<file path="src/suart_pkg.sv">
// Notes on behaviour
// - first port clock output goes to pin 4.7 when select is 0, pin 4.4 when 1
// - second port offers modes zero to four, like the first port
// - no framing error detection and no address recognition on second port
// - second port sends on its own transmit line, receives on its own line
// - port plus generator can run as 8-bit auto-reload timer with change detect
// - in modes 0 and 4 speed select acts as the times-three mode-zero control
// - both ports run at once, any modes and any rates
// - 8-bit up-counter reloads from 8-bit reload register on each overflow
// - overflow pulse is the bit time base in modes 1 and 3
// - while stopped, writing reload also writes the counter
// - while running, reload write leaves counter; counter write never touches reload
// - software can pick this overflow as the first port time base
// - clock output toggles on every overflow, half the overflow rate
// - overflow keeps feeding other peripherals whether engine is busy or idle
// - modes 1,3 rate is 2^double/32 times clk/12 or clk over 256-reload
// - mode 0 shifts at clk/12 with speed select 0, clk/4 with 1
// - mode 2 rate is clk/64, doubled by double bit, thirded by times-three bit
package suart_pkg;
  // ----------------------------------------
  // register byte addresses
  // ----------------------------------------
  localparam logic [11:0] ADDR_CTRL = 12'h000;
  localparam logic [11:0] ADDR_RELOAD = 12'h004;
  localparam logic [11:0] ADDR_COUNT = 12'h008;
  localparam logic [11:0] ADDR_STATUS = 12'h00C;
  localparam logic [11:0] ADDR_AUX6 = 12'h0A4;
  // ----------------------------------------
  // control fields
  // ----------------------------------------
  localparam int CTRL_RUN = 0;
  localparam int CTRL_SPEED = 1;
  localparam int CTRL_DOUBLE = 2;
  localparam int CTRL_X3 = 3;
  localparam int CTRL_MODE_LO = 4;
  localparam int CTRL_TIMER = 7;
  localparam int CTRL_P0_TX = 8;
  localparam int CTRL_P0_RX = 9;
  localparam int CTRL_W = 10;
  localparam int AUX6_CKO_PIN = 0;
  localparam int STAT_CHANGE = 0;
  localparam int STAT_CKO = 1;
  localparam int STAT_RUN = 2;
  // ----------------------------------------
  // reset values
  // ----------------------------------------
  localparam logic [CTRL_W-1:0] CTRL_RESET = 10'h000;
  localparam logic [7:0] AUX6_RESET = 8'h00;
  localparam logic [7:0] RELOAD_RESET = 8'h00;
  localparam logic [7:0] COUNT_RESET = 8'h00;
  // ----------------------------------------
  // modes and divisors
  // ----------------------------------------
  localparam logic [2:0] MODE_SHIFT = 3'h0;
  localparam logic [2:0] MODE_UART8 = 3'h1;
  localparam logic [2:0] MODE_UART9F = 3'h2;
  localparam logic [2:0] MODE_UART9 = 3'h3;
  localparam logic [2:0] MODE_SPI = 3'h4;
  localparam logic [7:0] DIV_BY12 = 8'h0C;
  localparam logic [7:0] DIV_BY1 = 8'h01;
  localparam logic [7:0] DIV_MODE0_FAST = 8'h04;
  localparam logic [7:0] DIV_MODE2 = 8'h40;
  localparam logic [7:0] DIV_MODE2_DBL = 8'h20;
  localparam logic [7:0] DIV_MODE2_X3 = 8'hC0;
  localparam logic [7:0] DIV_MODE2_DBL_X3 = 8'h60;
  localparam logic [7:0] DIV_SAMPLE_HALF = 8'h02;
  localparam logic [7:0] DIV_BIT_SAMPLES = 8'h10;
endpackage : suart_pkg

</file>
<file path="src/suart_baud_gen.sv">
// Register access over APB was chosen for this implementation.
`timescale 1ns/1ps
module suart_baud_gen (
  // clock and reset
  input wire logic pclk,
  input wire logic presetn,
  // apb slave
  input wire logic psel,
  input wire logic penable,
  input wire logic pwrite,
  input wire logic [11:0] paddr,
  input wire logic [31:0] pwdata,
  input wire logic [3:0] pstrb,
  output logic [31:0] prdata,
  output logic pready,
  output logic pslverr,
  // first port clock output routing
  input wire logic first_port_generator_clock_out,
  output logic pin_p4_7_out,
  output logic pin_p4_4_out,
  // first port time base select
  output logic first_port_tx_uses_second_gen,
  output logic first_port_rx_uses_second_gen,
  // serial engine side
  input wire logic engine_tx_bit,
  output logic engine_rx_bit,
  output logic [2:0] engine_mode,
  output logic engine_shift_tick,
  output logic engine_bit_tick,
  output logic engine_rx_sample_tick,
  // pins
  input wire logic second_port_receive_line,
  output logic second_port_transmit_line,
  // generator outputs
  output logic baud_counter_overflow,
  output logic second_port_generator_clock_out
);
  import suart_pkg::*;

  // ----------------------------------------
  // register state
  // ----------------------------------------
  logic [CTRL_W-1:0] ctrl;
  logic [CTRL_W-1:0] next_ctrl;
  logic [7:0] aux6;
  logic [7:0] next_aux6;
  logic [7:0] baud_reload_register;
  logic [7:0] next_baud_reload_register;
  logic [7:0] baud_counter;
  logic [7:0] next_baud_counter;
  logic cko;
  logic next_cko;
  logic change_flag;
  logic next_change_flag;
  logic rx_prev;
  logic next_rx_prev;
  logic tx_q;
  logic next_tx_q;
  logic [31:0] next_prdata;

  logic baud_generator_run;
  logic generator_clock_speed_select;
  logic double_rate_select;
  logic mode2_times_three_select;
  logic timer_mode;
  logic [2:0] mode;
  logic wr;
  logic rd;
  logic mapped;
  logic gen_tick;
  logic mode13;
  logic mode04;
  logic mode2;
  logic [7:0] gen_div;
  logic [7:0] shift_div;
  logic [7:0] mode2_div;
  logic [7:0] sample_div;
  logic sample_tick;
  logic bit13_tick;
  logic mode2_tick;
  logic [3:0] shift_age;
  logic [3:0] next_shift_age;

  // ----------------------------------------
  // apb decode
  // ----------------------------------------
  function automatic logic [7:0] merge8(input logic [7:0] old, input logic [31:0] d, input logic [3:0] s);
    merge8 = s[0] ? d[7:0] : old;
  endfunction : merge8

  assign wr = psel && penable && pwrite;
  assign rd = psel && !pwrite;
  assign mapped = (paddr == ADDR_CTRL) || (paddr == ADDR_RELOAD) || (paddr == ADDR_COUNT)
    || (paddr == ADDR_STATUS) || (paddr == ADDR_AUX6);
  // zero wait states keeps the register path a single cycle
  assign pready = 1'b1;
  assign pslverr = psel && penable && !mapped;

  assign baud_generator_run = ctrl[CTRL_RUN];
  assign generator_clock_speed_select = ctrl[CTRL_SPEED];
  assign double_rate_select = ctrl[CTRL_DOUBLE];
  assign mode2_times_three_select = ctrl[CTRL_X3];
  assign mode = ctrl[CTRL_MODE_LO +: 3];
  assign timer_mode = ctrl[CTRL_TIMER];

  // ----------------------------------------
  // generator prescale and overflow
  // ----------------------------------------
  assign gen_div = generator_clock_speed_select ? DIV_BY1 : DIV_BY12;

  suart_tick_div #(.W(8)) u_gen_pre (
    .pclk(pclk),
    .presetn(presetn),
    .en(baud_generator_run),
    .div(gen_div),
    .tick(gen_tick)
  );

  // overflow runs in every mode so peripherals keep their time base
  assign baud_counter_overflow = gen_tick && (baud_counter == 8'hFF);

  // ----------------------------------------
  // mode dependent ticks
  // ----------------------------------------
  assign mode13 = (mode == MODE_UART8) || (mode == MODE_UART9);
  assign mode04 = (mode == MODE_SHIFT) || (mode == MODE_SPI);
  assign mode2 = (mode == MODE_UART9F);
  assign shift_div = generator_clock_speed_select ? DIV_MODE0_FAST : DIV_BY12;

  always_comb begin
    unique case ({double_rate_select, mode2_times_three_select})
      2'b00: mode2_div = DIV_MODE2;
      2'b10: mode2_div = DIV_MODE2_DBL;
      2'b01: mode2_div = DIV_MODE2_X3;
      2'b11: mode2_div = DIV_MODE2_DBL_X3;
    endcase
  end

  // sixteen samples a bit: without double rate a sample is two overflows
  assign sample_div = double_rate_select ? DIV_BY1 : DIV_SAMPLE_HALF;

  suart_tick_div #(.W(8)) u_shift (
    .pclk(pclk),
    .presetn(presetn),
    .en(mode04),
    .div(shift_div),
    .tick(engine_shift_tick)
  );

  suart_tick_div #(.W(8)) u_mode2 (
    .pclk(pclk),
    .presetn(presetn),
    .en(mode2),
    .div(mode2_div),
    .tick(mode2_tick)
  );

  suart_tick_div #(.W(8)) u_sample (
    .pclk(pclk),
    .presetn(presetn),
    .en(baud_counter_overflow && mode13),
    .div(sample_div),
    .tick(sample_tick)
  );

  suart_tick_div #(.W(8)) u_bit (
    .pclk(pclk),
    .presetn(presetn),
    .en(sample_tick),
    .div(DIV_BIT_SAMPLES),
    .tick(bit13_tick)
  );

  assign engine_rx_sample_tick = sample_tick;
  assign engine_bit_tick = mode13 ? bit13_tick : mode2_tick;
  // engine has no framing check nor address match, only mode and ticks
  assign engine_mode = mode;

  // ----------------------------------------
  // next state
  // ----------------------------------------
  always_comb begin
    next_ctrl = ctrl;
    next_aux6 = aux6;
    next_baud_reload_register = baud_reload_register;
    next_baud_counter = baud_counter;
    next_cko = cko;
    next_change_flag = change_flag;
    next_rx_prev = second_port_receive_line;
    next_tx_q = engine_tx_bit;
    next_prdata = prdata;
    if (gen_tick) begin
      next_baud_counter = baud_counter_overflow ? baud_reload_register : baud_counter + 8'h01;
    end
    if (baud_counter_overflow) begin
      next_cko = !cko;
    end
    if (wr && (paddr == ADDR_CTRL)) begin
      if (pstrb[0]) begin
        next_ctrl[7:0] = pwdata[7:0];
      end
      if (pstrb[1]) begin
        next_ctrl[CTRL_W-1:8] = pwdata[CTRL_W-1:8];
      end
    end
    if (wr && (paddr == ADDR_AUX6)) begin
      next_aux6 = merge8(aux6, pwdata, pstrb);
    end
    if (wr && (paddr == ADDR_RELOAD)) begin
      next_baud_reload_register = merge8(baud_reload_register, pwdata, pstrb);
      if (!baud_generator_run) begin
        next_baud_counter = merge8(baud_counter, pwdata, pstrb);
      end
    end
    if (wr && (paddr == ADDR_COUNT)) begin
      next_baud_counter = merge8(baud_counter, pwdata, pstrb);
    end
    if (wr && (paddr == ADDR_STATUS) && pstrb[0] && pwdata[STAT_CHANGE]) begin
      next_change_flag = 1'b0;
    end
    // a change in the clearing cycle still sets the flag
    if (timer_mode && (second_port_receive_line != rx_prev)) begin
      next_change_flag = 1'b1;
    end
    // shift spacing watch; a control change voids it, the prescaler phase is then unknown
    next_shift_age = (shift_age == 4'hF) ? shift_age : shift_age + 4'h1;
    if (engine_shift_tick) begin
      next_shift_age = 4'h0;
    end
    if (next_ctrl != ctrl) begin
      next_shift_age = 4'hF;
    end
    if (rd && !penable) begin
      next_prdata = 32'h0000_0000;
      unique case (1'b1)
        paddr == ADDR_CTRL: next_prdata[CTRL_W-1:0] = ctrl;
        paddr == ADDR_RELOAD: next_prdata[7:0] = baud_reload_register;
        paddr == ADDR_COUNT: next_prdata[7:0] = baud_counter;
        paddr == ADDR_STATUS: next_prdata[2:0] = {baud_generator_run, cko, change_flag};
        paddr == ADDR_AUX6: next_prdata[7:0] = aux6;
        default: next_prdata = 32'h0000_0000;
      endcase
    end
  end

  always_ff @(posedge pclk or negedge presetn) begin
    if (!presetn) begin
      ctrl <= CTRL_RESET;
      aux6 <= AUX6_RESET;
      baud_reload_register <= RELOAD_RESET;
      baud_counter <= COUNT_RESET;
      cko <= 1'b0;
      change_flag <= 1'b0;
      rx_prev <= 1'b1;
      tx_q <= 1'b1;
      prdata <= 32'h0000_0000;
      shift_age <= 4'hF;
    end else begin
      ctrl <= next_ctrl;
      aux6 <= next_aux6;
      baud_reload_register <= next_baud_reload_register;
      baud_counter <= next_baud_counter;
      cko <= next_cko;
      change_flag <= next_change_flag;
      rx_prev <= next_rx_prev;
      tx_q <= next_tx_q;
      prdata <= next_prdata;
      shift_age <= next_shift_age;
    end
  end

  // ----------------------------------------
  // outputs
  // ----------------------------------------
  assign second_port_generator_clock_out = cko;
  assign second_port_transmit_line = tx_q;
  assign engine_rx_bit = second_port_receive_line;
  // both ports are independent; only the time base choice links them
  assign first_port_tx_uses_second_gen = ctrl[CTRL_P0_TX];
  assign first_port_rx_uses_second_gen = ctrl[CTRL_P0_RX];
  // unselected pin idles low
  assign pin_p4_7_out = !aux6[AUX6_CKO_PIN] && first_port_generator_clock_out;
  assign pin_p4_4_out = aux6[AUX6_CKO_PIN] && first_port_generator_clock_out;

  // ----------------------------------------
  // checks
  // ----------------------------------------
  chk_pin_route: assert property (@(posedge pclk) disable iff (!presetn)
    (pin_p4_4_out == (aux6[0] && first_port_generator_clock_out)) && !(pin_p4_4_out && pin_p4_7_out))
    else $error("clock output pin routing wrong");

  chk_reload_stopped: assert property (@(posedge pclk) disable iff (!presetn)
    wr && (paddr == ADDR_RELOAD) && pstrb[0] && !baud_generator_run
    |=> (baud_counter == $past(pwdata[7:0])) && (baud_reload_register == baud_counter))
    else $error("reload write while stopped missed counter");

  chk_reload_running: assert property (@(posedge pclk) disable iff (!presetn)
    wr && (paddr == ADDR_RELOAD) && baud_generator_run && !gen_tick |=> $stable(baud_counter))
    else $error("reload write disturbed running counter");

  chk_count_write: assert property (@(posedge pclk) disable iff (!presetn)
    wr && (paddr == ADDR_COUNT) |=> $stable(baud_reload_register))
    else $error("counter write changed reload");

  chk_ovf_reload: assert property (@(posedge pclk) disable iff (!presetn)
    baud_counter_overflow && !(wr && (paddr == ADDR_COUNT || paddr == ADDR_RELOAD))
    |=> baud_counter == $past(baud_reload_register))
    else $error("overflow did not reload");

  chk_cko_toggle: assert property (@(posedge pclk) disable iff (!presetn)
    baud_counter_overflow |=> (cko != $past(cko)))
    else $error("clock output missed toggle");

  chk_hold_stopped: assert property (@(posedge pclk) disable iff (!presetn)
    !baud_generator_run && !wr |=> $stable(baud_counter) && !$past(baud_counter_overflow))
    else $error("counter moved while stopped");

  chk_fast_count: assert property (@(posedge pclk) disable iff (!presetn)
    baud_generator_run && generator_clock_speed_select |-> gen_tick)
    else $error("fast prescale not every cycle");

  chk_mode0_gap: assert property (@(posedge pclk) disable iff (!presetn)
    engine_shift_tick && !generator_clock_speed_select && (shift_age != 4'hF)
    |-> ({4'h0, shift_age} == (DIV_BY12 - 8'h01)))
    else $error("mode zero shift spacing wrong");

  chk_flag_set: assert property (@(posedge pclk) disable iff (!presetn)
    timer_mode && (second_port_receive_line != rx_prev) |=> change_flag)
    else $error("port change lost");

  chk_unmapped: assert property (@(posedge pclk) disable iff (!presetn)
    psel && penable && !mapped |-> pslverr && pready)
    else $error("unmapped access not flagged");
endmodule : suart_baud_gen

</file>
<file path="src/suart_tick_div.sv">
`timescale 1ns/1ps
module suart_tick_div #(
  parameter int W = 8
) (
  // clock and reset
  input wire logic pclk,
  input wire logic presetn,
  // count enable and divisor
  input wire logic en,
  input wire logic [W-1:0] div,
  // one pulse every div enables
  output logic tick
);
  logic [W-1:0] cnt;
  logic [W-1:0] next_cnt;
  logic wrap;

  // divisor 0 behaves as 1 so the tick never stalls
  assign wrap = (div <= W'(1)) || (cnt >= div - W'(1));
  assign tick = en && wrap;

  always_comb begin
    next_cnt = cnt;
    if (en) begin
      next_cnt = wrap ? '0 : cnt + W'(1);
    end
  end

  always_ff @(posedge pclk or negedge presetn) begin
    if (!presetn) begin
      cnt <= '0;
    end else begin
      cnt <= next_cnt;
    end
  end
endmodule : suart_tick_div

</file>
<file path="config.mk">
export PLATFORM = sky130hd
export DESIGN_NAME = suart_baud_gen
export DESIGN_NICKNAME = d
export VERILOG_FILES = /design/src/suart_pkg.sv /design/src/suart_baud_gen.sv /design/src/suart_tick_div.sv
export SDC_FILE = /design/constraint.sdc
export NUM_CORES = 1
export LEC_CHECK = 0
export BUFFER_PORTS_ARGS = -buffer_cell sky130_fd_sc_hd__buf_2
export CORE_MARGIN = 5
export CORE_UTILIZATION = 50
export DETAILED_ROUTE_END_ITERATION = 10
export GPL_ROUTABILITY_DRIVEN = 0
export HOLD_SLACK_MARGIN = 0.06
export MAX_ROUTING_LAYER = met4
export PLACE_DENSITY = 0.73
export SYNTH_ARGS = -nofsm -noshare
export SYNTH_HDL_FRONTEND = slang
export SYNTH_SLANG_ARGS = --single-unit
</file>
<file path="constraint.sdc">
create_clock -name pclk -period 3.6 [get_ports pclk]
set_clock_uncertainty 0.15 [all_clocks]
set_input_delay 0.9 -clock pclk [delete_from_list [all_inputs] [get_ports pclk]]
set_output_delay 0.9 -clock pclk [all_outputs]
set_load 0.02 [all_outputs]
</file>
==> metrics list <==
- For this run, the leading register cell type out of synthesis is dfrtp_1.
- The critical path is of the reg -> out type.
* Number of vias in the routed layout: 3,896
- The count of nets left with antenna violations once routing finished came out at 0.
- Averaged over all synthesized cells, the footprint is 10.13 sq um.
- VDD sags by at most 0.2250 mV.
- Along the worst path, the maximum fanout reaches 7.
- TritonCTS buffer count: 9
- Most frequently used cell type in the post-synthesis netlist: dfrtp_1
- In the synthesized netlist, the number of instances is 482.
* # H-tree levels: 3
- RSZ-0062 raised after global routing: no
- The analysis attributes to cell leakage a power of 0.002647 uW.
- First-pass GRT wire length: 17,930 um
- Max-cap violations: 0
- The die covers 11,850 sq um.
- The worst setup path is captured at an output pin.
- Summing all placed instances gives a cell area of 5207 sq um.
- Once the floorplan was initialized, standard cells occupied 50.67% of the core.
- Synthesis-stage register bit count: 88
- Final instance area: 5477 sq um
* Number of synthesized flops with an enable pin: 0
* Detailed-routing iteration count for the pre-antenna-repair pass: 7
- Final Slew Violations: 0
- The final layout contains 607 nets.
* DRC marker count from the first detailed-route iteration: 231
* Hold/Removal Path Class: reg -> reg
- Summed negative setup slack over all endpoints: 0 ns
* Rel. slew slack: 53.89%
- Fill cells: 854
- STA puts the critical path data required time at 2.55 ns.
- Synth top area cells: dfrtp_1 44%, mux2_2 4.4%, buf_4 4.1%
- In this run the vertical extent of the chip is 108.8 um.
- Worst-Skew Late Latency: 0.38 ns
* Number of warnings issued by yosys: 0
* Proportion of synthesized flip-flops having asynchronous set or reset: 100.0%
- Setup violations remaining at the end of the flow were counted as 0.
- After layout, the worst setup slack is 0.1506 ns.
* Max incr delay on CP: 0.42 ns
* Drt drc: 0
- Together, buffers and inverters on the worst path number 2.
- Vias in the first global route: 3,642
- Dividing the final minimum period by the clock period gives 95.82%.
- Via density per instance: 5.772
- The floorplan has 36 rows.
- Number of antenna violations at the first check in global routing: 0
- Buffer depth of the longest clock path: 2
* Actual slew at the worst max-slew pin: 0.6859 ns
* Slowest cell on crit path: dfrtp_2
- Area growth from synthesis to layout: 12.12%
- Register cell area after layout: 2210 sq um
- Entering global routing, the biggest net connects 44 pins.
- The count of final hold-check violations was 0.
- Number of hold buffers added after CTS: 0
* Maximum frequency from static timing analysis: 0.2899 GHz
* List of most frequent post-synthesis cells: 86 x dfrtp_1, 40 x nand2_1, 35 x o21ai_0, 27 x buf_4, 24 x nor2_1
- The setup check on the worst reg-to-reg path leaves a slack of 1.12 ns.
- Number of distinct library cells after synthesis: 66
- Pre-CTS setup slack: 0.3278 ns
- TritonCTS built the clock tree.
- CTS saw 88 sinks.
* Floorplan Core Area: 9639 sq um
- Area taken by multi-input logic gates: 2455 sq um
- In this run the horizontal extent of the chip is 108.8 um.
- dfrtp_1 takes more of the synthesized area than any other cell.
- Minimum clock period after layout: 3.449 ns
- Final Routed Wirelength: 10,990 um
- The post-route netlist has 24.54% of its cells at a drive strength greater than 1.
- On the final layout, the worst hold slack is 0.3209 ns.
* Area share of the leading cell type in the synthesized netlist: 44.06%
* Buffer cell driving the clock tree root: clkbuf_8
- For this run, the total global-route usage over all layers was measured as 19.92%.
- Status: complete, no violations
* Port-buffer cells: 56
- Count of antenna diodes in the layout: 0
- Endpoint arrival time on the critical path: 2.40 ns
* Area of the mapped netlist: 4885 sq um
* Reg clk slew, reported paths: 0.09 ns
* Total congestion overflow: 0
- Family with the most delay on the worst path: simple AND/OR/NAND/NOR gates
- WL per Instance: 16.28 um
- Number of primary I/O pins: 104
- HPWL after DPL: 7955 um
* Sequence of cells on the critical path: ha_4 > nand4_1 > nor4b_4 > o211ai_1 > or2_1 > inv_1 > a22o_1 > buf_2
- Sequential cell area fraction in the yosys report: 45.13%
- Power density relative to cell area: 373.1 nW/um^2
- The worst setup path is launched from a flip-flop.
==> power by group <==
part | switching [uW] | total (uW) | internal, uW
logic | 142 | 211 | 69.5
clock network | 383 | 781 | 398
registers | 33.4 | 1050 | 1020
total | 558 | 2040 | 1480
==> sequential cells by signal (all words and copies together) (netlist names) <==
register                         flops
ctrl                                10
prdata                              10
aux6                                 8
baud_counter                         8
baud_reload_register                 8
u_bit.cnt                            8
u_gen_pre.cnt                        8
u_mode2.cnt                          8
u_sample.cnt                         8
u_shift.cnt                          8
change_flag                          1
rx_prev                              1
second_port_generator_clock_out      1
second_port_transmit_line            1
==> metal layers <==
metal,GRT usage (%),part of all wire (%),up-vias
met2,30.63,48,111
met4,6.402,1.5,0
met1,26.72,46,1933
li1,-,-,1836
met5,-,0,-
met3,3.908,5.3,16
==> path summary, 6_finish.rpt <==
check	cells after the start	startpoint	to
max in group asynchronous	2	presetn	second_port_transmit_line$_DFF_PN1_
worst min-delay path	2	prdata[8]$_DFFE_PN0P_	prdata[8]$_DFFE_PN0P_
worst max register to register	7	ctrl[1]$_DFFE_PN0P_	baud_counter[1]$_DFF_PN0_
worst min register to register	2	prdata[8]$_DFFE_PN0P_	prdata[8]$_DFFE_PN0P_
min in group asynchronous	1	presetn	u_bit.cnt[0]$_DFFE_PN0P_
worst max-delay path	8	baud_counter[0]$_DFF_PN0_	engine_bit_tick
==> metrics by stage <==
step	total power [uW]	utilization, %	instances
CTS	2062	56.49	673
finish	2043	56.81	675
global placement	1271	54.02	657
floorplan	1214	-	503
global route	2133	56.81	675
detailed placement	1281	54.02	657
==> placed cells by master, fill, tap and decap left out, drive strengths merged, types with 3 or more instances in the layout <==
master   count
nand2b       6
nor2b        5
and4         3
a22o         5
or4          3
mux2        29
nor2        24
a21oi       11
nor3        11
clkbuf       9
a21o         5
xor2         3
o21ai       40
o31ai        5
or2          4
nor4         8
a22oi        5
o21a         5
o22ai        3
mux2i        9
nand3       21
a41oi        7
nand2       41
o2bb2ai      4
ha          14
and2         8
and3        13
dfrtp       86
inv         14
conb        23
buf         69
nand4        7
a221oi       3
o211ai       3
a31oi        7
==> cells by family after synthesis <==
group | count (synthesis) | synth area share (%)
and+or+nand+nor | 165 | 19.01
AOI/OAI and AO/OA | 114 | 15.52
DFF | 88 | 45.13
buffers and inverters | 57 | 6.737
muxes | 38 | 9.145
adders and majority gates | 14 | 3.586
xor gates and xnor gates | 4 | 0.7173
other | 2 | 0.1537
==> final cells by class <==
class                   count  area share [%]
well taps                 133           3.039
inverters                  11          0.7539
flip-flops and latches     88           40.35
clock inverters             7           1.828
clock buffers               9           2.262
repair buffers             69           6.945
multi-input cells         358           44.83
==> worst register-to-register path: stages, from the launching register on <==
cell and delay, ns:
dfrtp_2 0.50, inv_1 0.07, ha_1 0.28, nor2b_1 0.05, o21ai_2 0.24, o21a_1 0.56, mux2i_1 0.20, a221o_1 0.33
==> repair_timing <==
item,4_1_cts,5_1_grt
gates resized for setup,4,4
pin swaps,0,1
setup endpoints to repair,3,3
setup buffers,0,2
No activity file was read; power rests on OpenSTA's default activity.
